==> config.mk <==
export PLATFORM = sky130hd
export DESIGN_NAME = sto_interlock
export DESIGN_NICKNAME = d
export VERILOG_FILES = /design/src/sto_pkg.sv /design/src/sto_sync.sv /design/src/sto_interlock.sv
export SDC_FILE = /design/constraint.sdc
export NUM_CORES = 1
export LEC_CHECK = 0
export BUFFER_PORTS_ARGS = -buffer_cell sky130_fd_sc_hd__buf_2
export CORE_MARGIN = 2
export CORE_UTILIZATION = 55
export DETAILED_ROUTE_END_ITERATION = 6
export PLACE_DENSITY = 0.81
export SYNTH_ARGS = -nofsm -noshare
export SYNTH_HDL_FRONTEND = slang
export SYNTH_SLANG_ARGS = --single-unit
==> constraint.sdc <==
create_clock -name clk -period 4.4 [get_ports clk]
set_clock_uncertainty 0.2 [all_clocks]
set_input_delay 0 -clock clk [delete_from_list [all_inputs] [get_ports clk]]
set_output_delay 0 -clock clk [all_outputs]
set_load 0.01 [all_outputs]
==> src/sto_pkg.sv <==
package sto_pkg;
	// self-check pulse test: drive test stimulus, wait, then expect the readback
	localparam int unsigned CLK_MHZ = 125;
	localparam int unsigned CHECK_SETTLE_US = 10;
	localparam int unsigned CHECK_SETTLE_CYC = CHECK_SETTLE_US * CLK_MHZ;
	localparam int unsigned CHECK_TIMEOUT_US = 100;
	localparam int unsigned CHECK_TIMEOUT_CYC = CHECK_TIMEOUT_US * CLK_MHZ;
	localparam int unsigned CNT_W = 16;
	localparam logic [CNT_W-1:0] CNT_ZERO = 16'h0000;
	localparam logic [CNT_W-1:0] CNT_ONE = 16'h0001;
	localparam logic [1:0] PAIR_BOTH = 2'b11;
	typedef enum logic [2:0] {
		STO_ST_IDLE,
		STO_ST_TEST_LOW,
		STO_ST_TEST_HIGH,
		STO_ST_READY,
		STO_ST_FAULT
	} sto_state_t;
endpackage : sto_pkg

==> src/sto_sync.sv <==
`timescale 1ns/10ps
// two-stage synchroniser for pin inputs
module sto_sync #(
	parameter int unsigned WIDTH = 2
) (
	input wire logic clk,
	input wire logic nrst,
	input wire logic [WIDTH-1:0] async_in,
	output logic [WIDTH-1:0] sync_out
);
	logic [WIDTH-1:0] stage1_reg;

	always_ff @(posedge clk) begin
		if (!nrst) begin
			stage1_reg <= '0;
			sync_out <= '0;
		end else begin
			stage1_reg <= async_in;
			sync_out <= stage1_reg;
		end
	end
endmodule : sto_sync

==> src/sto_interlock.sv <==
`timescale 1ns/10ps
// Overview of operation
// - with the feature enabled, inputs five and six become safe-off channels a and b
// - power stage energized only while both safe-off channels are high together
// - self-check of the safe-off path runs after every power-on before energizing
// - self-check reruns whenever the channel pair moves into both-high
// - outputs energized only after the latest self-check passed
// - a floating or low channel disables the power outputs
// - safe-off forces no torque whatever the controller's own state or faults
// - on safe-off all phase drivers go off so the motor coasts, no braking
// - no setting bypasses the check; both channels high always needed when fitted
// - the two lines stay readable as general inputs five and six
// - without the option the lines are plain inputs with no gating effect
module sto_interlock #(
	parameter int unsigned SETTLE_CYC = sto_pkg::CHECK_SETTLE_CYC,
	parameter int unsigned TIMEOUT_CYC = sto_pkg::CHECK_TIMEOUT_CYC
) (
	// clock and reset
	input wire logic clk,
	input wire logic nrst,
	// option strap, sampled each cycle; stable in practice
	input wire logic safe_torque_off_fitted,
	// connector lines after the threshold comparators (high = 6..30 V band)
	input wire logic safe_off_channel_a,
	input wire logic safe_off_channel_b,
	// self-check stimulus and readback of the hardware cut-off path
	output logic self_check_test_en,
	input wire logic self_check_readback,
	// motor control core request and bridge gate enables
	input wire logic core_drive_req,
	input wire logic [5:0] core_gate_cmd,
	output logic [5:0] gate_enable,
	// general-purpose views of the same lines
	output logic general_digital_input_five,
	output logic general_digital_input_six,
	// status
	output logic torque_permitted,
	output logic self_check_busy,
	output logic self_check_fault
);
	logic [1:0] pair_sync;
	logic [1:0] pair_prev_reg;
	logic both_high;
	logic enter_both_high;
	sto_pkg::sto_state_t state_reg;
	logic [sto_pkg::CNT_W-1:0] cnt_reg;
	logic fault_reg;
	logic settle_done;
	logic timeout;

	// one decode of the test phases, shared by the test drive and the busy flag
	function automatic logic in_state(input sto_pkg::sto_state_t cur,
		input sto_pkg::sto_state_t want);
		in_state = (cur == want);
	endfunction : in_state

	sto_sync #(
		.WIDTH(2)
	) u_sync (
		.clk(clk),
		.nrst(nrst),
		.async_in({safe_off_channel_b, safe_off_channel_a}),
		.sync_out(pair_sync)
	);

	// inputs five and six stay readable in both variants
	always_ff @(posedge clk) begin
		if (!nrst) begin
			general_digital_input_five <= 1'b0;
			general_digital_input_six <= 1'b0;
		end else begin
			general_digital_input_five <= pair_sync[0];
			general_digital_input_six <= pair_sync[1];
		end
	end

	// a floating line reads low through the comparator, so it counts as off
	assign both_high = (pair_sync == sto_pkg::PAIR_BOTH);

	always_ff @(posedge clk) begin
		if (!nrst) begin
			pair_prev_reg <= '0;
		end else begin
			pair_prev_reg <= pair_sync;
		end
	end

	// prev reset to 00 means the first both-high after reset also starts a check
	assign enter_both_high = both_high && (pair_prev_reg != sto_pkg::PAIR_BOTH);

	assign settle_done = (cnt_reg >= sto_pkg::CNT_W'(SETTLE_CYC));
	assign timeout = (cnt_reg >= sto_pkg::CNT_W'(TIMEOUT_CYC));

	// check sequence: pull the cut-off low and expect readback low,
	// then release and expect readback to follow the channels high
	always_ff @(posedge clk) begin
		if (!nrst) begin
			state_reg <= sto_pkg::STO_ST_IDLE;
			cnt_reg <= sto_pkg::CNT_ZERO;
		end else if (!safe_torque_off_fitted) begin
			state_reg <= sto_pkg::STO_ST_IDLE;
			cnt_reg <= sto_pkg::CNT_ZERO;
		end else if (!both_high) begin
			// dropping out aborts any check; a fresh one runs on re-entry
			state_reg <= (state_reg == sto_pkg::STO_ST_FAULT) ?
				sto_pkg::STO_ST_FAULT : sto_pkg::STO_ST_IDLE;
			cnt_reg <= sto_pkg::CNT_ZERO;
		end else if (enter_both_high) begin
			state_reg <= sto_pkg::STO_ST_TEST_LOW;
			cnt_reg <= sto_pkg::CNT_ZERO;
		end else begin
			case (state_reg)
				sto_pkg::STO_ST_TEST_LOW: begin
					if (settle_done && !self_check_readback) begin
						state_reg <= sto_pkg::STO_ST_TEST_HIGH;
						cnt_reg <= sto_pkg::CNT_ZERO;
					end else if (timeout) begin
						state_reg <= sto_pkg::STO_ST_FAULT;
						cnt_reg <= sto_pkg::CNT_ZERO;
					end else begin
						cnt_reg <= cnt_reg + sto_pkg::CNT_ONE;
					end
				end
				sto_pkg::STO_ST_TEST_HIGH: begin
					if (settle_done && self_check_readback) begin
						state_reg <= sto_pkg::STO_ST_READY;
						cnt_reg <= sto_pkg::CNT_ZERO;
					end else if (timeout) begin
						state_reg <= sto_pkg::STO_ST_FAULT;
						cnt_reg <= sto_pkg::CNT_ZERO;
					end else begin
						cnt_reg <= cnt_reg + sto_pkg::CNT_ONE;
					end
				end
				sto_pkg::STO_ST_READY: begin
					state_reg <= sto_pkg::STO_ST_READY;
				end
				sto_pkg::STO_ST_FAULT: begin
					// held until the pair leaves and re-enters both-high
					state_reg <= sto_pkg::STO_ST_FAULT;
				end
				default: begin
					// idle while both high without an entry edge cannot pass unchecked
					state_reg <= sto_pkg::STO_ST_IDLE;
					cnt_reg <= sto_pkg::CNT_ZERO;
				end
			endcase
		end
	end

	always_ff @(posedge clk) begin
		if (!nrst) begin
			fault_reg <= 1'b0;
		end else if (!safe_torque_off_fitted) begin
			fault_reg <= 1'b0;
		end else if (state_reg == sto_pkg::STO_ST_FAULT) begin
			fault_reg <= 1'b1;
		end else if (state_reg == sto_pkg::STO_ST_READY) begin
			fault_reg <= 1'b0;
		end
	end

	assign self_check_test_en = in_state(state_reg, sto_pkg::STO_ST_TEST_LOW);
	assign self_check_busy = in_state(state_reg, sto_pkg::STO_ST_TEST_LOW) ||
		in_state(state_reg, sto_pkg::STO_ST_TEST_HIGH);
	assign self_check_fault = fault_reg;

	// permission ignores core_drive_req on purpose: no core fault state may
	// release the cut-off, the core can only further withhold its gates
	assign torque_permitted = !safe_torque_off_fitted ||
		(both_high && (state_reg == sto_pkg::STO_ST_READY));

	// all six gates off together: bridge floats, motor coasts
	always_ff @(posedge clk) begin
		if (!nrst) begin
			gate_enable <= '0;
		end else if (torque_permitted && core_drive_req) begin
			gate_enable <= core_gate_cmd;
		end else begin
			gate_enable <= '0;
		end
	end
endmodule : sto_interlock

After elaboration in Yosys (flattened, before gate mapping)
Cells that the tools add are included.
{ "word_totals": {"elab_cells": 48, "reg_bits": 34, "output_inout_bits": 12, "in_bits": 13} }
{ "op_classes": {"n_addsub": 1, "muxes": 13, "n_eq_ne": 6, "magnitude_cmp": 2, "reduce_logical": 14, "n_bitwise": 3} }
{ "op_table": {"columns": ["cell", "n"], "rows": [
  ["$mux 16", 3],
  ["$pmux 16 s3", 1],
  ["$mux 3", 6],
  ["$add 16x1->16 const B", 1],
  ["$ge 16x11->1 const B", 1],
  ["$ge 16x14->1 const B", 1],
  ["$pmux 3 s4", 1],
  ["$eq 3x2->1 const B", 2],
  ["$logic_and 1x1->1", 5],
  ["$reduce_and 2->1", 2],
  ["$reduce_or 4->1", 1],
  ["$eq 3x1->1 const B", 1],
  ["$eq 3x3->1 const B", 1],
  ["$not 1->1", 3],
  ["$eq 2x2->1 const B", 1],
  ["$logic_not 1->1", 2],
  ["$logic_or 1x1->1", 2],
  ["$mux 1", 2],
  ["$ne 2x2->1 const B", 1],
  ["$reduce_bool 2->1", 1],
  ["$reduce_or 2->1", 1]
]} }

Longest topological paths before layout
{ "logic_depth": {"ltp_word": 6, "depth_mapped": 8} }

Hierarchy
A second synthesis with hierarchy kept.
{ "hier_totals": {"cells_unflattened": 196, "hier_area_um2": 1647.8} }
{ "modules_own_cells": {"columns": ["module", "area_each_um2", "n_inst", "cells_each", "seq_area_each_um2"], "rows": [
  ["sto_interlock", 1542.7, 1, 188, 560.5],
  ["sto_sync", 105.1, 1, 8, 80.1]
]} }

Least setup slack after synthesis
OpenSTA, ideal clock, no wires.
{ "synth_timing": {"path_kind": "reg-to-reg", "startpoint": "register cnt_reg[0] in the netlist's numbering", "endpoint": "register state_reg[2]", "arrival_ps": 1849, "stages_incl_launch_ff": 8, "period_less_slack_ps": 2128, "setup_slack_ps": 2272, "setup_time_ps": 79, "path_cell_list": "dfxtp_1 inv_1 ha_1 or3_1 o211ai_2 o211a_1 or3b_1 a211oi_2"} }
{ "synth_via": {"elab_chain_len": 6} }
{ "synth_rtl": {"columns": ["item", "line_no", "rtl"], "rows": [
  ["from (decl)", "sto_interlock.sv:46", "logic [sto_pkg::CNT_W-1:0] cnt_reg;"],
  ["from (signal assigned)", "sto_interlock.sv:99", "cnt_reg <= sto_pkg::CNT_ZERO;"],
  ["from (signal assigned)", "sto_interlock.sv:102", "cnt_reg <= sto_pkg::CNT_ZERO;"],
  ["from (signal assigned)", "sto_interlock.sv:107", "cnt_reg <= sto_pkg::CNT_ZERO;"],
  ["$ge 16x14->1 or $ge 16x11->1 (tied branches)", "sto_interlock.sv:92, sto_interlock.sv:91", null],
  ["$mux 3 (tied with other cells)", null, null],
  ["$mux 3 (on tied branches)", "sto_interlock.sv:125, sto_interlock.sv:114", null],
  ["$pmux 3 s4 (*)", "sto_interlock.sv:112", "case (state_reg)"],
  ["$mux 3 (*)", "sto_interlock.sv:108", "end else if (enter_both_high) begin"],
  ["$mux 3 (*)", "sto_interlock.sv:103", "end else if (!both_high) begin"],
  ["to (signal assigned)", "sto_interlock.sv:105", "state_reg <= (state_reg == sto_pkg::STO_ST_FAULT) ?"],
  ["to (signal assigned)", "sto_interlock.sv:109", "state_reg <= sto_pkg::STO_ST_TEST_LOW;"],
  ["to (signal assigned)", "sto_interlock.sv:126", "state_reg <= sto_pkg::STO_ST_READY;"],
  ["to (decl)", "sto_interlock.sv:45", "sto_pkg::sto_state_t state_reg;"]
]} }
Every way passes the cells marked *; elsewhere a longest branch is shown, timed or not.
A chain may end at the register's enable or synchronous reset.

Final worst setup path
{ "layout_timing": {"startpoint": "register cnt_reg[0] in the netlist's numbering", "endpoint": "register cnt_reg[13] in the netlist's numbering"} }
{ "layout_via": {"elab_chain_len": 4} }
{ "layout_rtl": {"columns": ["item", "line_no"], "rows": [
  ["$add 16x1->16 (tied with other cells)", "sto_interlock.sv:121, sto_interlock.sv:132"],
  ["$mux 16 (tied with other cells)", "sto_interlock.sv:117, sto_interlock.sv:128"],
  ["$mux 16 (on tied branches)", "sto_interlock.sv:125, sto_interlock.sv:114"],
  ["$pmux 16 s3 (*)", "sto_interlock.sv:112"]
]} }
Marked as above.

==> flow_metrics.env <==
export IMPL_status="finished, violations left"
export IMPL_violations="DRC"
export IMPL_fmax_mhz=375
export IMPL_numCtsBuffers=5
export IMPL_cts_tree="done"
export IMPL_relSlewSlack=0.184
export IMPL_p_per_area_nw_per_um2=274
export IMPL_die_x_um=58.1
export IMPL_cp_arrival_ps=2730
export IMPL_r2r_cells=7
export IMPL_clk_pin_slew_ps=110
export IMPL_diodes=0
export IMPL_cpPeakStageDelay_ps=440
export IMPL_dp_hpwl_mm=2.50
export IMPL_rows=19
export IMPL_remaining_drc_errors=1
export IMPL_p_comb_frac=0.053
export IMPL_synth_compound_area_share=0.169
export IMPL_ios=25
export IMPL_clkPwrFrac=0.408
export IMPL_syn_cell_area_um2=1610
export IMPL_reg2reg_from="cnt_reg[0]"
export IMPL_core_um2=2780
export IMPL_first_pass_iters=6
export IMPL_vias=1574
export IMPL_leakage_nw=0.816
export IMPL_grt_usage=0.260
export IMPL_ys_seq_elements=32
export IMPL_p_seq_frac=0.539
export IMPL_cpMaxStageDelayCell="dfxtp_1"
export IMPL_cap_viol_max_count=0
export IMPL_synthSimpleGateAreaFrac=0.345
export IMPL_wl_per_cell_um=14.7
export IMPL_postPlaceCellArea_um2=1710
export IMPL_finalSetupViolations=0
export IMPL_crit_family="compound AO/OA/AOI/OAI gates"
export IMPL_die_h_um=58.1
export IMPL_fin_cells=270
export IMPL_r2r_slack_ps=1730
export IMPL_critPathKind="register to register"
export IMPL_drtAntennaViolNets=0
export IMPL_drive_gt1_frac=0.172
export IMPL_antenna_found_initial=0
export IMPL_syn_to_final_growth_pct=23.8
export IMPL_start_kind="register"
export IMPL_required_ps=4460
export IMPL_max_clock_path_buffers=2
export IMPL_syn_avg_cell_area_um2=8.06
export IMPL_synth_yosys_seq_area_share=0.398
export IMPL_largest_reg_flops=16
export IMPL_rsz0062_at_grt="false"
export IMPL_r2r_end="cnt_reg[13]"
export IMPL_gp_congestion=0.880
export IMPL_fin_crit_sh=0.606
export IMPL_viasPerCell=5.83
export IMPL_end_kind="register"
export IMPL_path_cells="inv_1, ha_1, or3_1, o211ai_2, o211a_1, nand3_1, o22ai_1"
export IMPL_crit_buf_inv=1
export IMPL_cp_endpoint="cnt_reg[13]"
export IMPL_internal_power_mw=0.429
export IMPL_synth_distinct_cells=43
export IMPL_holdCritPathClass="register to register"
export IMPL_nFillCells=214
export IMPL_clock_sinks=32
export IMPL_switching_share=0.213
export IMPL_synth_nets=215
export IMPL_overflow=0
export IMPL_grt_max_degree=17
export IMPL_cts_repair_resized=0
export IMPL_cp_max_fo=13
export IMPL_place_inst=242
export IMPL_maxSlewViolCount=0
export IMPL_drt_initial_drc_count=97
export IMPL_path_depth=7
export IMPL_cts_root_buf="clkbuf_4"
export IMPL_fin_nets=253
export IMPL_dieArea_um2=3380
export IMPL_holdBufCountCts=20
export IMPL_worst_pin_slew_ps=1220
export IMPL_grt_pass1_vias=1536
export IMPL_muxShareOfSynthArea=0
export IMPL_routed_wl_mm=3.96
export IMPL_synth_adder_area_share=0.0155
export IMPL_setup_tns_ps=0
export IMPL_yosysWarnings=0
export IMPL_synthCells=200
export IMPL_postCtsSetupBuffers=0
export IMPL_start_util=0.579
export IMPL_grt_pass1_wl_mm=6.73
export IMPL_synth_top_family_by_area="simple AND/OR/NAND/NOR gates"
export IMPL_ir_worst_vdd_uv=337
export IMPL_clock_latency_ps=340
export IMPL_htreeDepth=2
export IMPL_fin_area_um2=1990
export IMPL_synth_xor_area_frac=0.0217
export IMPL_portBuffers=24
export IMPL_startpoint="cnt_reg[0]"
export IMPL_p_sw_mw=0.117
export IMPL_hold_viol=0
export IMPL_finalCriticalPeriod_ps=2670
==> Yosys cell counts <==
library cell  instances  area share
nand2_1              36       0.084
dfxtp_1              32        0.40
and2_1               14       0.054
nand4_1              12       0.047
nor2_1               11       0.026
clkbuf_1             10       0.023
o211ai_1              8       0.037
nand3_1               7       0.022
inv_1                 5       0.012
o21ai_0               5       0.016
a21oi_1               4       0.012
nor2b_1               4       0.016
o2111ai_1             4       0.022
or2_2                 4       0.016
buf_2                 3      0.0093
o21ai_1               3      0.0093
or3_1                 3       0.012
xnor2_1               3       0.016
a31oi_1               2      0.0078
and4_1                2       0.011
ha_1                  2       0.016
nor3_1                2      0.0062
nor3b_1               2      0.0093
nor4_1                2      0.0078
or4_1                 2      0.0093
a211oi_1              1      0.0047
a211oi_2              1      0.0078
a21boi_0              1      0.0047
a21o_1                1      0.0047
a311o_1               1      0.0062
a311oi_2              1      0.0093
a41oi_1               1      0.0054
and3_1                1      0.0039
and3b_1               1      0.0054
buf_6                 1      0.0070
o211a_1               1      0.0062
o211ai_2              1      0.0078
o21bai_1              1      0.0047
o22ai_1               1      0.0039
or2b_1                1      0.0047
or3b_1                1      0.0054
or4_4                 1      0.0070
xor2_1                1      0.0054
==> logic make-up (layout without fill, tap and decap cells) <==
kind of cell             count (synthesis)  count (layout)
AO/OA/AOI/OAI                           37              37
XOR/XNOR                                 4               4
adder cells (fa/ha/maj)                  2               2
buffers and inverters                   19              58
flip-flops                              32              32
AND/OR/NAND/NOR                        106             106
==> cell type report <==
type	instances	area (um^2)	area share
repair buffers	45	328	0.164
inverters	5	18.8	0.00941
well taps	31	38.8	0.0194
multi-input cells	149	888	0.445
clock inverters	3	42.5	0.0213
flip-flops and latches	32	641	0.321
clock buffers	5	37.5	0.0188
==> worst reg2reg max path: stages, from the launching register on <==
cell,delay (ps)
dfxtp_1,440
inv_1,70
ha_1,180
or3_1,340
o211ai_2,190
o211a_1,420
nand3_1,430
o22ai_1,320
==> layout by cell type (no fill, tap or decap), types with 2 or more instances in the layout <==
| cell type | n |
|---|---|
| dlygate4sd3_1 | 20 |
| dfxtp_1 | 32 |
| clkbuf_4 | 5 |
| and2_1 | 14 |
| nor3_1 | 2 |
| o21ai_1 | 3 |
| xnor2_1 | 3 |
| nor2b_1 | 4 |
| o211ai_1 | 8 |
| nand4_1 | 12 |
| a31oi_1 | 2 |
| ha_1 | 2 |
| o21ai_0 | 5 |
| nor3b_1 | 2 |
| o2111ai_1 | 4 |
| or3_1 | 3 |
| nand2_1 | 36 |
| or4_1 | 2 |
| a21oi_1 | 4 |
| and4_1 | 2 |
| buf_2 | 24 |
| or2_2 | 4 |
| nor4_1 | 2 |
| nand3_1 | 7 |
| inv_1 | 5 |
| nor2_1 | 11 |
==> routing by layer <==
layer | global-route usage | vias up | routed length [um]
met5 | 0 | - | 0
met4 | 0.0797 | 0 | 15
met3 | 0.0781 | 2 | 257
met2 | 0.442 | 58 | 1950
met1 | 0.317 | 732 | 1740
li1 | - | 782 | -
==> metrics by stage <==
stage          setup WS (ps)  hold WS (ps)  utilization  power (mW)
5_1_grt                 1490           263        0.717       0.568
2_1_floorplan           2270         -78.3            -       0.307
3_3_place_gp            1860         0.948        0.616       0.316
6_report                1730           248        0.717       0.546
4_1_cts                 1760           249        0.717       0.548
3_5_place_dp            1780          2.87        0.616       0.317
==> power groups by stage <==
stage | Clock (mW) | Sequential, mW | Combinational [mW]
floorplan | 0 | 0.302 | 0.00491
global placement | 0 | 0.301 | 0.0149
detailed placement | 0 | 0.301 | 0.0154
CTS | 0.227 | 0.295 | 0.0268
global route | 0.242 | 0.295 | 0.0309
finish | 0.223 | 0.294 | 0.0288
==> how the worst min path moves through the flow <==
stage	from	end	slack, ps	cells past startpoint
floorplan	core_gate_cmd[0]	gate_enable[0]	-80	1
CTS	u_sync.stage1_reg[1]	u_sync.sync_out[1]	250	1
detailed placement	core_gate_cmd[5]	gate_enable[5]	3	2
global placement	core_gate_cmd[5]	gate_enable[5]	0.9	2
finish	u_sync.stage1_reg[1]	u_sync.sync_out[1]	250	1
global route	u_sync.stage1_reg[1]	u_sync.sync_out[1]	260	1
(Power assumes the default switching activity.)
